<file path="src/include/sms_cfg.svh">
// Constants for the motor start/stop sequencer: timing, reset values and input bit positions.
// Assumes a single 40 MHz system clock.
`ifndef SMS_CFG_SVH
`define SMS_CFG_SVH

`define SMS_MCLK_KHZ 40000
`define SMS_STOP_LOW_MS 100
`define SMS_CNT_W 23

// Positions in the synchronised input vector
`define SMS_IN_W 11
`define SMS_B_FWD 0
`define SMS_B_REV 1
`define SMS_B_HOLD 2
`define SMS_B_INCH 3
`define SMS_B_PERMIT 4
`define SMS_B_TRIP 5
`define SMS_B_K_RUN 6
`define SMS_B_K_STOP 7
`define SMS_B_K_INCH 8
`define SMS_B_K_DIR 9
`define SMS_B_K_LR 10

// Reset values
`define SMS_RST_LOCAL 1'b0
`define SMS_RST_DIR_REV 1'b0

`endif

</file>
<file path="src/include/sms_pkg.sv">
// Types shared by the motor start/stop sequencer.
// Assumes the constants of sms_cfg.svh are included by the design files.
package sms_pkg;

  typedef enum logic [1:0] {
    SMS_STOPPED,
    SMS_RUNNING,
    SMS_INCHING,
    SMS_STOPPING
  } sms_state_t;

endpackage

</file>
<file path="src/rtl/sms_sequencer.sv">
// Start/stop sequencer: turns run, reverse, inch, stop-hold and permit inputs plus keypad
// keys into run, direction and power-stage decisions.
// Assumes all inputs are asynchronous switches or keys; the ramp logic reports standstill.
// How it works
// [RULE_01] Stop-hold low over 100 ms starts stopping
// [RULE_02] Started stop sequence always runs to standstill
// [RULE_03] Stop-hold inactive: run only while held
// [RULE_04] Permit false always disables the power stage
// [RULE_05] Single wire: forward-run held means run
// [RULE_06] Two wire: lone input picks direction
// [RULE_07] Both run inputs true: ignore, stop
// [RULE_08] Stop-hold true latches momentary run inputs
// [RULE_09] Stop-hold false: no latching, drive stops
// [RULE_10] Reverse pulse while forward switches to reverse
// [RULE_11] Inch never latched, only while held
// [RULE_12] Keys ignored in remote, pins in local
// [RULE_13] Local/remote key works in both modes
// [RULE_14] Toggle switches sequencing and reference together
// [RULE_15] Reset selects remote, local keys inactive
// [RULE_16] Run or inch exclusive; change via stopped
// [RULE_17] No-fault status true when not tripped
// [RULE_18] Stop-hold low time counted on mclk
// [RULE_19] All switch and key inputs synchronised first
`timescale 1ns/1ps
`include "sms_cfg.svh"

module sms_sequencer #(
  parameter int STOP_LOW_CYC = `SMS_STOP_LOW_MS * `SMS_MCLK_KHZ
) (
  input wire logic mclk,
  input wire logic rst_n,
  input wire logic forward_run_input,
  input wire logic reverse_run_input,
  input wire logic stop_hold_input,
  input wire logic inch_request,
  input wire logic stage_permit,
  input wire logic trip_active,
  input wire logic motor_at_standstill,
  input wire logic key_run,
  input wire logic key_stop,
  input wire logic key_inch,
  input wire logic key_direction,
  input wire logic key_local_remote,
  output logic stage_enable,
  output logic run_active,
  output logic inch_active,
  output logic dir_reverse,
  output logic stopping,
  output logic running_status,
  output logic no_fault_status,
  output logic local_seq,
  output logic local_ref
);

  function automatic logic sms_rise(input logic now, input logic prev);
    return now & ~prev;
  endfunction

  localparam logic [`SMS_CNT_W-1:0] LOW_CYC = STOP_LOW_CYC[`SMS_CNT_W-1:0];
  localparam logic [`SMS_CNT_W-1:0] LOW_SAT = LOW_CYC + `SMS_CNT_W'(1);

  logic [`SMS_IN_W-1:0] pins;
  logic [`SMS_IN_W-1:0] lvl;
  logic [`SMS_IN_W-1:0] lvl_prev_r;
  logic [`SMS_CNT_W-1:0] low_cnt_r;
  logic low_qual;
  logic low_qual_prev_r;
  logic local_r;
  logic dir_r;
  sms_pkg::sms_state_t state_r;
  sms_pkg::sms_state_t state_nxt;
  logic dir_nxt;
  logic rem_fwd;
  logic rem_rev;
  logic rem_both;
  logic start_req;
  logic inch_req;
  logic stop_req;

  assign pins = {key_local_remote, key_direction, key_inch, key_stop, key_run, trip_active,
                 stage_permit, inch_request, stop_hold_input, reverse_run_input,
                 forward_run_input};

  sms_sync3 #(.W(`SMS_IN_W)) u_sync (  // RULE_19
    .mclk(mclk),
    .rst_n(rst_n),
    .pin_in(pins),
    .level_out(lvl)
  );

  always_ff @(posedge mclk) begin
    if (!rst_n) begin
      lvl_prev_r <= '0;
    end else begin
      lvl_prev_r <= lvl;
    end
  end

  // Starts saturated so an unwired stop-hold means no latching from reset on
  always_ff @(posedge mclk) begin
    if (!rst_n) begin
      low_cnt_r <= LOW_SAT;
    end else if (lvl[`SMS_B_HOLD]) begin
      low_cnt_r <= '0;  // RULE_18
    end else if (low_cnt_r != LOW_SAT) begin
      low_cnt_r <= low_cnt_r + `SMS_CNT_W'(1);  // RULE_18
    end
  end

  assign low_qual = (low_cnt_r > LOW_CYC);  // RULE_01

  always_ff @(posedge mclk) begin
    if (!rst_n) begin
      low_qual_prev_r <= 1'b1;
    end else begin
      low_qual_prev_r <= low_qual;
    end
  end

  always_ff @(posedge mclk) begin
    if (!rst_n) begin
      local_r <= `SMS_RST_LOCAL;  // RULE_15
    end else if (sms_rise(lvl[`SMS_B_K_LR], lvl_prev_r[`SMS_B_K_LR])) begin
      local_r <= ~local_r;  // RULE_13 RULE_14
    end
  end

  assign rem_both = lvl[`SMS_B_FWD] & lvl[`SMS_B_REV];  // RULE_07
  assign rem_fwd = lvl[`SMS_B_FWD] & ~lvl[`SMS_B_REV];  // RULE_05 RULE_06
  assign rem_rev = lvl[`SMS_B_REV] & ~lvl[`SMS_B_FWD];  // RULE_06

  // Only the selected source reaches the sequencing logic
  always_comb begin
    if (local_r) begin  // RULE_12
      start_req = sms_rise(lvl[`SMS_B_K_RUN], lvl_prev_r[`SMS_B_K_RUN]);
      inch_req = lvl[`SMS_B_K_INCH];
      stop_req = sms_rise(lvl[`SMS_B_K_STOP], lvl_prev_r[`SMS_B_K_STOP]);
    end else begin
      start_req = rem_fwd | rem_rev;
      inch_req = lvl[`SMS_B_INCH];
      // Unlatched: stop as soon as no lone run input is held
      stop_req = rem_both | (low_qual & ~low_qual_prev_r)  // RULE_07 RULE_01 RULE_09
                 | (low_qual & ~(rem_fwd | rem_rev));  // RULE_03 RULE_05
    end
  end

  always_comb begin
    state_nxt = state_r;
    dir_nxt = dir_r;
    case (state_r)
      sms_pkg::SMS_STOPPED: begin
        // Inch takes precedence; run and inch never both start
        if (inch_req) begin
          state_nxt = sms_pkg::SMS_INCHING;  // RULE_16
        end else if (start_req) begin
          state_nxt = sms_pkg::SMS_RUNNING;
          if (!local_r) begin
            dir_nxt = rem_rev;  // RULE_06
          end
        end
      end
      sms_pkg::SMS_RUNNING: begin
        if (stop_req) begin
          state_nxt = sms_pkg::SMS_STOPPING;
        end else if (!local_r && rem_rev) begin
          dir_nxt = 1'b1;  // RULE_10
        end else if (!local_r && rem_fwd) begin
          dir_nxt = 1'b0;  // RULE_08
        end
      end
      sms_pkg::SMS_INCHING: begin
        if (!inch_req) begin
          state_nxt = sms_pkg::SMS_STOPPING;  // RULE_11
        end
      end
      sms_pkg::SMS_STOPPING: begin
        // Input changes cannot cancel a stop once started
        if (motor_at_standstill) begin
          state_nxt = sms_pkg::SMS_STOPPED;  // RULE_02
        end
      end
      default: begin
        state_nxt = sms_pkg::SMS_STOPPED;
      end
    endcase
    if (local_r && sms_rise(lvl[`SMS_B_K_DIR], lvl_prev_r[`SMS_B_K_DIR])) begin
      dir_nxt = ~dir_r;
    end
  end

  always_ff @(posedge mclk) begin
    if (!rst_n) begin
      state_r <= sms_pkg::SMS_STOPPED;
      dir_r <= `SMS_RST_DIR_REV;
    end else begin
      state_r <= state_nxt;
      dir_r <= dir_nxt;
    end
  end

  always_ff @(posedge mclk) begin
    if (!rst_n) begin
      stage_enable <= 1'b0;
      run_active <= 1'b0;
      inch_active <= 1'b0;
      stopping <= 1'b0;
      running_status <= 1'b0;
      dir_reverse <= 1'b0;
      no_fault_status <= 1'b1;
      local_seq <= 1'b0;
      local_ref <= 1'b0;
    end else begin
      stage_enable <= lvl[`SMS_B_PERMIT] && (state_r != sms_pkg::SMS_STOPPED);  // RULE_04
      run_active <= (state_r == sms_pkg::SMS_RUNNING);
      inch_active <= (state_r == sms_pkg::SMS_INCHING);
      stopping <= (state_r == sms_pkg::SMS_STOPPING);
      running_status <= (state_r != sms_pkg::SMS_STOPPED);
      dir_reverse <= dir_r;
      no_fault_status <= ~lvl[`SMS_B_TRIP];  // RULE_17
      local_seq <= local_r;  // RULE_14
      local_ref <= local_r;
    end
  end

  chk_permit_gates_stage: assert property (  // RULE_04
    @(posedge mclk) disable iff (!rst_n) !lvl[`SMS_B_PERMIT] |=> !stage_enable)
    else $error("stage enabled without permit");

  chk_stop_completes: assert property (  // RULE_02
    @(posedge mclk) disable iff (!rst_n)
    (state_r == sms_pkg::SMS_STOPPING && !motor_at_standstill)
      |=> state_r == sms_pkg::SMS_STOPPING)
    else $error("stop sequence abandoned");

  chk_both_inputs_stop: assert property (  // RULE_07
    @(posedge mclk) disable iff (!rst_n)
    (!local_r && rem_both && state_r == sms_pkg::SMS_RUNNING)
      |=> state_r == sms_pkg::SMS_STOPPING)
    else $error("both run inputs did not stop");

  // The counter restarts from zero on each fall, so eight low cycles never qualify
  chk_low_time_qualify: assert property (  // RULE_18
    @(posedge mclk) disable iff (!rst_n)
    $fell(lvl[`SMS_B_HOLD]) ##0 !lvl[`SMS_B_HOLD] [*8] |-> !low_qual)
    else $error("short stop-hold pulse qualified");

  chk_qual_stops_run: assert property (  // RULE_01
    @(posedge mclk) disable iff (!rst_n)
    (!local_r && low_qual && !low_qual_prev_r && state_r == sms_pkg::SMS_RUNNING)
      |=> state_r == sms_pkg::SMS_STOPPING ##1 stopping)
    else $error("qualified stop-hold low did not stop");

  chk_inch_not_latched: assert property (  // RULE_11
    @(posedge mclk) disable iff (!rst_n)
    (state_r == sms_pkg::SMS_INCHING && !inch_req) |=> !(state_r == sms_pkg::SMS_INCHING)
      ##1 !inch_active)
    else $error("inch continued after release");

  chk_reverse_switch: assert property (  // RULE_10
    @(posedge mclk) disable iff (!rst_n)
    (!local_r && state_r == sms_pkg::SMS_RUNNING && !stop_req && rem_rev)
      |=> dir_r ##1 dir_reverse)
    else $error("reverse pulse did not reverse");

  chk_run_inch_exclusive: assert property (  // RULE_16
    @(posedge mclk) disable iff (!rst_n)
    (state_r == sms_pkg::SMS_RUNNING) |=> (state_r != sms_pkg::SMS_INCHING))
    else $error("changed from run to inch without stopping");

  chk_inch_run_exclusive: assert property (  // RULE_16
    @(posedge mclk) disable iff (!rst_n)
    (state_r == sms_pkg::SMS_INCHING) |=> (state_r != sms_pkg::SMS_RUNNING))
    else $error("changed from inch to run without stopping");

  chk_keys_ignored_remote: assert property (  // RULE_12
    @(posedge mclk) disable iff (!rst_n)
    (!local_r && state_r == sms_pkg::SMS_STOPPED && !inch_req && !rem_fwd && !rem_rev)
      |=> state_r == sms_pkg::SMS_STOPPED)
    else $error("remote mode started without remote input");

  chk_no_fault_follows: assert property (  // RULE_17
    @(posedge mclk) disable iff (!rst_n) lvl[`SMS_B_TRIP] |=> !no_fault_status)
    else $error("no-fault shown while tripped");

endmodule

</file>
<file path="src/rtl/sms_sync3.sv">
// Three-stage synchroniser for a group of pins.
// Assumes each bit is an independent slow level (switch or key) from outside the mclk domain.
`timescale 1ns/1ps

module sms_sync3 #(
  parameter int W = 1
) (
  input wire logic mclk,
  input wire logic rst_n,
  input wire logic [W-1:0] pin_in,
  output logic [W-1:0] level_out
);

  logic [W-1:0] s1_r;
  logic [W-1:0] s2_r;
  logic [W-1:0] s3_r;

  always_ff @(posedge mclk) begin
    if (!rst_n) begin
      s1_r <= '0;
      s2_r <= '0;
      s3_r <= '0;
    end else begin
      s1_r <= pin_in;
      s2_r <= s1_r;
      s3_r <= s2_r;
    end
  end

  // A bit changes only once the second and third stages agree
  always_ff @(posedge mclk) begin
    if (!rst_n) begin
      level_out <= '0;
    end else begin
      for (int i = 0; i < W; i++) begin
        if (s2_r[i] == s3_r[i]) begin
          level_out[i] <= s3_r[i];
        end
      end
    end
  end

endmodule

</file>
<file path="config.mk">
export PLATFORM = sky130hd
export DESIGN_NAME = sms_sequencer
export DESIGN_NICKNAME = d
export VERILOG_FILES = /design/src/include/sms_pkg.sv /design/src/rtl/sms_sequencer.sv /design/src/rtl/sms_sync3.sv
export VERILOG_INCLUDE_DIRS = /design/src /design/src/include
export SDC_FILE = /design/constraint.sdc
export NUM_CORES = 1
export LEC_CHECK = 0
export BUFFER_PORTS_ARGS = -buffer_cell sky130_fd_sc_hd__buf_2
export CORE_ASPECT_RATIO = 1.2
export CORE_MARGIN = 3
export CORE_UTILIZATION = 40
export DETAILED_ROUTE_END_ITERATION = 10
export MAX_ROUTING_LAYER = met4
export PLACE_DENSITY = 0.61
export SKIP_LAST_GASP = 1
export SLEW_MARGIN = 20
export SYNTH_ARGS = -nofsm -noshare
export SYNTH_HDL_FRONTEND = slang
export SYNTH_SLANG_ARGS = --single-unit
</file>
<file path="constraint.sdc">
create_clock -name mclk -period 1.8 [get_ports mclk]
set_clock_uncertainty 0.05 [all_clocks]
set_input_delay 0.36 -clock mclk [delete_from_list [all_inputs] [get_ports mclk]]
set_output_delay 0.36 -clock mclk [all_outputs]
set_load 0.05 [all_outputs]
</file>
==> out/metrics.cfg, run 1 <==
[placement]
gp_congestion = 0.749
dpl_worst_slack_ns = 0.0428
numPortBuffers = 22
place_area_um2 = 3480
post-dp-hpwl_um = 3610

[min_path]
hold_path_end = u_sync.s1_r[0]$_SDFF_PN0_
hp-start = forward_run_input
min-delay-path-class = in -> reg
min_delay_path_depth = 2

[timing]
period_share = 0.951
finalSetupViolCount = 0
hold_ws_ns = 0.161
finalWorstPathRequiredPeriod_ns = 1.71
fmax_ghz = 0.584
maxSlewViolCount = 0
max_slew_margin = 0.791
setup_ws_ns = 0.0879
rsz0062_at_grt = yes
hold_violations = 0
fin_setup_tns_ns = 0
tightest_slew_ns = 0.314

[global_route]
grt_overflow_total = 0
track_usage = 0.131
antenna_found_initial = 0
grt_max_degree = 45
grt_pass1_wl_um = 9200
first_global_vias = 2081

[worst_setup_path]
cp_max_fo = 6
cp_cell_sequence = nor4b_2 > nand4_1 > nor4_4 > a21o_2 > o2111a_1 > o21ai_1
path_class = reg -> reg
max_stage_delay_ns = 0.35
crit_slowest_cell = dfxtp_2
start_kind = flip-flop
r2r_cells = 6
crit_required_ns = 2.00
critPathCaptureType = flip-flop
worstReg2RegEnd = dir_r$_SDFFE_PN0P_
critPathArrivalTime_ns = 1.91
reg2reg_from = low_cnt_r[2]$_SDFFE_PP0N_
ff2ff_setup_slack_ns = 0.09

[die]
die_h_um = 104
pin_count = 23
core.rowCount = 35
die_w_um = 87.5
core-area_um2 = 7710
die-area_um2 = 9090
start_util = 0.414

[synthesis]
avgSynthCellArea_um2 = 9.64
syn-cell-area_um2 = 3190
postSynthCellCount = 331
yosysTopAreaCellShare = 0.527
ys_types = 39
syn_nets = 355
seq_area_frac_synth = 0.527
yosysTopAreaCell = dfxtp_1
synth_seq_cells = 84
yosys-top-cells-area = dfxtp_1 (53%), and2_1 (9.0%), o21ai_0 (4.1%), ha_1 (3.9%), nand2_1 (3.3%)
yosysWarnings = 0

[flow_run]
cap_violations = 0

[clocking]
clk_pin_slew_ns = 0.08
cts.sinks = 84
cts_tree = yes
clock_path_buffers = 2
cts-root-buf = clkbuf_8
cts_buffers = 9
ctsHoldBuffers = 0
clk_latency_ns = 0.35
h-tree-depth = 3

[drt]
wl_met2_um = 2660
initialDrtViolationCount = 84
met3_length_um = 151
drcViolationCount = 0
dr.max_layer_used = met4
num_vias = 2230
wirelength_um = 5270
wl_met1_um = 2360
wl_per_cell_um = 11.4
avgViaCountPerCell = 4.83
firstDrtPassIters = 4
antenna_left = 0

[power]
p_per_area_nw_per_um2 = 1110
ir_worst_vdd_mv = 0.598
cellLeakagePower_nw = 1.52

[layout]
n_fill_cell = 728
final_common_cell = dfxtp_1
final_area_um2 = 3750
post-route-util = 0.487
syn_to_final_growth_pct = 17.6
fin_nets = 390
multi_input_area_um2 = 1460
final_cell_mix = dfxtp_1 (79), and2_1 (46), nand2_1 (27)
regArea_um2 = 1690
n_antenna_cell = 0
drive_gt1_frac = 0.184

[status]
run_status = complete, no violations

registers in the layout (all words and copies together) (netlist names):
signal / count
lvl_prev_r: 4
running_status: 1
low_qual_prev_r: 1
local_ref: 1
inch_active: 1
stopping: 1
low_cnt_r: 23
u_sync.level_out: 11
no_fault_status: 1
u_sync.s3_r: 11
u_sync.s2_r: 11
u_sync.s1_r: 11
stage_enable: 1
local_r: 1
run_active: 1
state_r: 2
dir_r: 1
dir_reverse: 1
worst max-delay path by stage:
stage / from / endpoint / slack (ns) / depth (start not counted)
finish: low_cnt_r[2]$_SDFFE_PP0N_ / dir_r$_SDFFE_PN0P_ / 0.09 / 6
global route: state_r[0]$_SDFFE_PN0P_ / state_r[0]$_SDFFE_PN0P_ / -0.07 / 7
CTS: u_sync.level_out[0]$_SDFFE_PN0N_ / state_r[0]$_SDFFE_PN0P_ / 0.03 / 7
detailed placement: u_sync.level_out[0]$_SDFFE_PN0N_ / state_r[0]$_SDFFE_PN0P_ / 0.04 / 7
global placement: low_cnt_r[2]$_SDFFE_PP0N_ / dir_r$_SDFFE_PN0P_ / 0.09 / 6
floorplan: low_cnt_r[0]$_SDFFE_PN1P_ / low_cnt_r[22]$_SDFFE_PP0N_ / 0.05 / 8
layout make-up:
type / instances / area share
flip-flops and latches: 84 / 0.450
multi-input cells: 223 / 0.388
repair buffers: 36 / 0.0606
clock buffers: 10 / 0.0367
well taps: 92 / 0.0307
clock inverters: 5 / 0.0223
inverters: 12 / 0.0120
power breakdown:
| part | switching (mW) | internal (mW) | total (mW) |
|---|---|---|---|
| Clock | 0.652 | 0.816 | 1.47 |
| Combinational | 0.354 | 0.320 | 0.674 |
| Sequential | 0.0609 | 1.96 | 2.02 |
| Total | 1.07 | 3.09 | 4.16 |
logic make-up after synthesis:
kind of cell | share of synthesized area
AND/OR/NAND/NOR | 0.237
flip-flops | 0.527
AO/OA/AOI/OAI | 0.0988
buffers and inverters | 0.0302
XOR/XNOR | 0.0521
adder cells (fa/ha/maj) | 0.0392
multiplexers | 0.0161
metal layers:
layer	vias to the layer above	GRT usage
met4	0	0.0636
met1	1029	0.153
met2	23	0.200
li1	1169	-
met3	9	0.0436
met5	-	-
critical path, delay by kind of cell, from the launching register on:
kind               cells  cell delay, ns
AOI/OAI and AO/OA      3            0.48
and+or+nand+nor        3            0.72
DFF                    1            0.35
cells in the mapped netlist:
master     n
o31a_1     1
nor4b_2    1
nand2b_1   6
nand3b_1   2
xnor2_1    8
and3_1     3
a21o_2     1
nand4_1    6
o22ai_1    3
nor4_1     1
or3_1      4
o2111a_1   1
mux2i_1    4
nor2_1    20
nor3b_2    1
dfxtp_1   84
ha_1      10
or2_1      1
nor3_1     2
o211ai_1   1
and4_1     2
nor4_2     1
and2_1    46
o31ai_1    1
nand4_2    1
nand4b_1   1
nand3_1    8
o21ai_0   26
nand2_1   28
xor2_1    11
buf_2      2
nor2b_1    2
inv_1     12
a21boi_0  11
o21ai_1    2
a21oi_1    6
mux2_2     1
buf_4      1
clkbuf_1   9
stage by stage:
stage	power, mW	std cells
6_report	4.16	462
3_3_place_gp	2.66	446
5_1_grt	4.38	462
4_1_cts	4.16	461
2_1_floorplan	2.51	331
3_5_place_dp	2.68	446
what timing repair did:
action                     in CTS  in global routing
resized for setup               0                 12
setup endpoints to repair       0                  8
buffers inserted                0                  1
(Power assumes the default switching activity.)
==> inputs of run 2 (changes only) <==
- CORE_UTILIZATION: 40 -> 25
- PLACE_DENSITY: 0.61 -> 0.43
- TNS_END_PERCENT: unset -> 5
==> run 2 against run 1 <==
Clock power grew 25%. Final cell count grew 15%. Critical path depth shrank 1. Design area grew 4.5%.
==> out/metrics.cfg, run 2 (synthesis gave the netlist of run 1 again) <==
[drt]
wl_per_cell_um = 10.8
num_vias = 2238
drcViolationCount = 0
initialDrtViolationCount = 81
firstDrtPassIters = 4
antenna_left = 0
avgViaCountPerCell = 4.20
wirelength_um = 5740

[global_route]
track_usage = 0.0928
antenna_found_initial = 0
first_global_vias = 2182
grt_pass1_wl_um = 9960
grt_overflow_total = 0
grt_max_degree = 71

[clocking]
clk_latency_ns = 0.33
cts.sinks = 84
cts_buffers = 9
clk_pin_slew_ns = 0.06
h-tree-depth = 3
clock_path_buffers = 2
postCtsSetupBuffers = 0
cts-root-buf = clkbuf_16
ctsHoldBuffers = 0
cts_tree = yes

[placement]
post-dp-hpwl_um = 3900
numPortBuffers = 22
place_area_um2 = 3580
gp_congestion = 0.747

[worst_setup_path]
critPathCaptureType = flip-flop
path_class = reg -> reg
critPathArrivalTime_ns = 1.91
max_stage_delay_ns = 0.42
start_kind = flip-flop
cp_max_fo = 4
cp_cell_sequence = or3_1 > nor4_4 > a21o_2 > o2111a_1 > o21ai_1
ff2ff_setup_slack_ns = 0.06
crit_required_ns = 1.97
crit_slowest_cell = or3_1

[timing]
finalSetupViolCount = 0
period_share = 0.967
rsz0062_at_grt = yes
fmax_ghz = 0.575
maxSlewViolCount = 0
tightest_slew_ns = 0.415
hold_violations = 0
finalWorstPathRequiredPeriod_ns = 1.74
hold_ws_ns = 0.176
max_slew_margin = 0.723

[min_path]
min-delay-path-class = in -> reg

[die]
die_w_um = 109
die-area_um2 = 14200
die_h_um = 130
start_util = 0.260
core-area_um2 = 12300
core.rowCount = 44
pin_count = 23

[flow_run]
cap_violations = 0

[layout]
syn_to_final_growth_pct = 22.9
final_area_um2 = 3920
n_antenna_cell = 0
fin_nets = 391
post-route-util = 0.320
largest_register_ffs = 23
drive_gt1_frac = 0.180
regMostFlops = low_cnt_r
final_common_cell = dfxtp_1
final_cell_mix = dfxtp_1 (81), and2_1 (46), nand2_1 (27)

[power]
ir_worst_vdd_mv = 0.383
p_total_mw = 4.52
sw_frac_of_total = 0.261
p_per_area_nw_per_um2 = 1150
p_clk_frac = 0.408
power.switching_mw = 1.18
power.internal_mw = 3.34
cellLeakagePower_nw = 1.57
seq_power_share = 0.448
power_frac_comb = 0.143

[status]
run_status = complete, no violations

[run 2: cell types whose count changed in the layout (fill, tap and decap cells not counted), moves of 2 or more]
cell / previous run / this run
clkbuf_8: 10 / 0
dfxtp_2: 5 / 2
clkbuf_16: 0 / 9
clkinv_2: 0 / 2
inv_6: 1 / 3
dfxtp_1: 79 / 81
[run 2: per-layer routing]
| metal | part of all wire | GRT usage | routed length, um | up-vias |
|---|---|---|---|---|
| li1 | - | - | - | 1169 |
| met4 | 0.017 | 0.0423 | 97 | 0 |
| met5 | 0 | - | 0 | - |
| met1 | 0.45 | 0.106 | 2600 | 1039 |
| met2 | 0.50 | 0.150 | 2890 | 22 |
| met3 | 0.028 | 0.0267 | 160 | 8 |
[run 2: timing repair]
item / CTS / global route
pin swaps: 0 / 5
setup endpoints to repair: 2 / 8
gates cloned: 0 / 0
gates resized for setup: 1 / 9
[run 2: power by group through the flow]
stage	clock network, mW	logic, mW	registers [mW]
final	1.84	0.648	2.03
after floorplan	0	0.404	2.11
after global placement	0	0.614	2.06
after global routing	2.00	0.734	2.04
after detailed placement	0	0.627	2.06
after CTS	1.93	0.648	2.02
[run 2: final cells by class]
type / count / area, um2
repair buffers: 37 / 235
clock inverters: 7 / 73.8
well taps: 161 / 201
flip-flops and latches: 84 / 1690
inverters: 12 / 45.0
multi-input cells: 223 / 1450
fillers: 1272 / 8350
clock buffers: 9 / 225
[run 2: critical path: cells and delay by family (launching register included)]
| kind | cells | cell delay [ns] |
|---|---|---|
| flip-flops | 1 | 0.34 |
| AND/OR/NAND/NOR | 2 | 0.75 |
| AO/OA/AOI/OAI | 3 | 0.49 |
[run 2: final timing paths]
kind / depth (start not counted) / end / from
hold / removal: 2 / u_sync.s1_r[3]$_SDFF_PN0_ / inch_request
hold reg to reg: 1 / no_fault_status$_SDFF_PN1_ / u_sync.level_out[5]$_SDFFE_PN0N_
setup / recovery: 5 / dir_r$_SDFFE_PN0P_ / low_cnt_r[3]$_SDFFE_PP0N_
setup reg to reg: 5 / dir_r$_SDFFE_PN0P_ / low_cnt_r[3]$_SDFFE_PP0N_
[run 2: stage by stage]
| stage | cells | TNS [ns] | setup slack [ns] |
|---|---|---|---|
| finish | 533 | 0 | 0.0594 |
| CTS | 533 | 0 | 0.0217 |
| global route | 533 | -0.133 | -0.0551 |
| floorplan | 331 | 0 | 0.0536 |
| detailed placement | 517 | -0.00137 | -0.00137 |
| global placement | 517 | 0 | 0.0544 |
==> inputs of run 3 (changes only) <==
- BUFFER_PORTS_ARGS: -buffer_cell sky130_fd_sc_hd__buf_2 -> -buffer_cell sky130_fd_sc_hd__buf_4
==> run 3 against run 2 <==
Worst hold slack better by 0.0058 ns. Routed wire length down 2.4%. Total power down 1.9%. Sequential share of layout area down 0.33 points. Register-to-register slack about the same. Clock power down 4%.
==> out/metrics.cfg, run 3 (synthesis gave the netlist of run 1 again) <==
[layout]
final_cell_mix = dfxtp_1 (83), and2_1 (46), buf_4 (40)
final_common_cell = dfxtp_1
fin_nets = 394
largest_register_ffs = 23
n_antenna_cell = 0
drive_gt1_frac = 0.171
regMostFlops = low_cnt_r
post-route-util = 0.321
syn_to_final_growth_pct = 23.5

[clocking]
cts.sinks = 84
postCtsSetupBuffers = 0
clk_pin_slew_ns = 0.06
cts-root-buf = clkbuf_16
ctsHoldBuffers = 0
cts_buffers = 9
cts_tree = yes
clk_latency_ns = 0.33
h-tree-depth = 3
clock_path_buffers = 2

[power]
ir_worst_vdd_mv = 0.469
p_per_area_nw_per_um2 = 1120
cellLeakagePower_nw = 1.58

[drt]
antenna_left = 0
wirelength_um = 5610
avgViaCountPerCell = 4.15
firstDrtPassIters = 4
num_vias = 2224
wl_per_cell_um = 10.5
drcViolationCount = 0
initialDrtViolationCount = 54

[timing]
finalSetupViolCount = 0
tightest_slew_ns = 0.317
hold_violations = 0
period_share = 0.959
finalWorstPathRequiredPeriod_ns = 1.73
maxSlewViolCount = 0
fmax_ghz = 0.579
fin_setup_tns_ns = 0
rsz0062_at_grt = yes
max_slew_margin = 0.789

[die]
start_util = 0.260
die_w_um = 109
pin_count = 23
die_h_um = 130
core-area_um2 = 12300
core.rowCount = 44
die-area_um2 = 14200

[worst_setup_path]
crit_required_ns = 2.02
critPathArrivalTime_ns = 1.94
reg2reg_from = u_sync.level_out[0]$_SDFFE_PN0N_
cp-startpoint = u_sync.level_out[0]$_SDFFE_PN0N_
critPathCaptureType = flip-flop
start_kind = flip-flop
path_class = reg -> reg
cp_max_fo = 5

[global_route]
track_usage = 0.0912
grt_overflow_total = 0
grt_max_degree = 38
antenna_found_initial = 0
grt_pass1_wl_um = 9680
first_global_vias = 2087

[placement]
post-dp-hpwl_um = 4010
gp_congestion = 0.738
numPortBuffers = 22

[status]
run_status = complete, no violations

[min_path]
hp-start = key_stop
min-delay-path-class = in -> reg

[flow_run]
cap_violations = 0

run 3: cell types whose count changed in the layout (fill, tap and decap cells not counted), moves of 2 or more:
cell,delta
buf_4,+26
inv_6,-3
buf_2,-22
dfxtp_1,+2
clkbuf_1,+2
run 3: final timing paths:
check | end | slack [ns] | cells past startpoint
max | dir_r$_SDFFE_PN0P_ | 0.07 | 8
min | u_sync.s1_r[7]$_SDFF_PN0_ | 0.18 | 2
max reg2reg | dir_r$_SDFFE_PN0P_ | 0.07 | 8
min reg2reg | no_fault_status$_SDFF_PN1_ | 0.35 | 1
run 3: timing repair:
| item | CTS | global route |
|---|---|---|
| endpoints found under the hold margin | 0 | 0 |
| setup endpoints to repair | 0 | 8 |
| resized for setup | 0 | 4 |
run 3: report_power, final:
group	internal [mW]	switching [mW]
registers	1.96	0.0670
clock network	1.07	0.699
logic	0.304	0.334
total	3.33	1.10
run 3: metal layers:
layer,vias up,global-route usage,wire length (um)
li1,1178,-,-
met1,1016,0.104,2650
met2,20,0.143,2670
met3,10,0.0282,175
met4,0,0.0490,113
met5,-,-,0
run 3: layout make-up:
| type | count | area, um2 |
|---|---|---|
| clock buffers | 11 | 233 |
| clock inverters | 5 | 52.6 |
| fillers | 1274 | 8340 |
| inverters | 12 | 45.0 |
| multi-input cells | 223 | 1430 |
| flip-flops and latches | 84 | 1680 |
| well taps | 161 | 201 |
| repair buffers | 40 | 300 |
run 3: metrics by stage:
step	cell area [um2]	setup slack (ns)	instances	power, mW	hold slack (ns)
after global placement	3640	0.0557	520	2.69	0.332
after detailed placement	3640	0.0446	520	2.70	0.336
final	3940	0.0740	536	4.43	0.182
after global routing	3940	-0.0235	536	4.69	0.174
after floorplan	3190	0.0536	331	2.51	0.318
after CTS	3930	0.0238	536	4.52	0.160
run 3: worst max-delay path: stages, from the launching register on:
cell and delay (ns):
dfxtp_1 0.38, inv_1 0.06, ha_1 0.32, nor3_1 0.05
mux2_2 0.30, nand2b_1 0.10, nand2_1 0.06, o2111a_1 0.23
o21ai_1 0.12
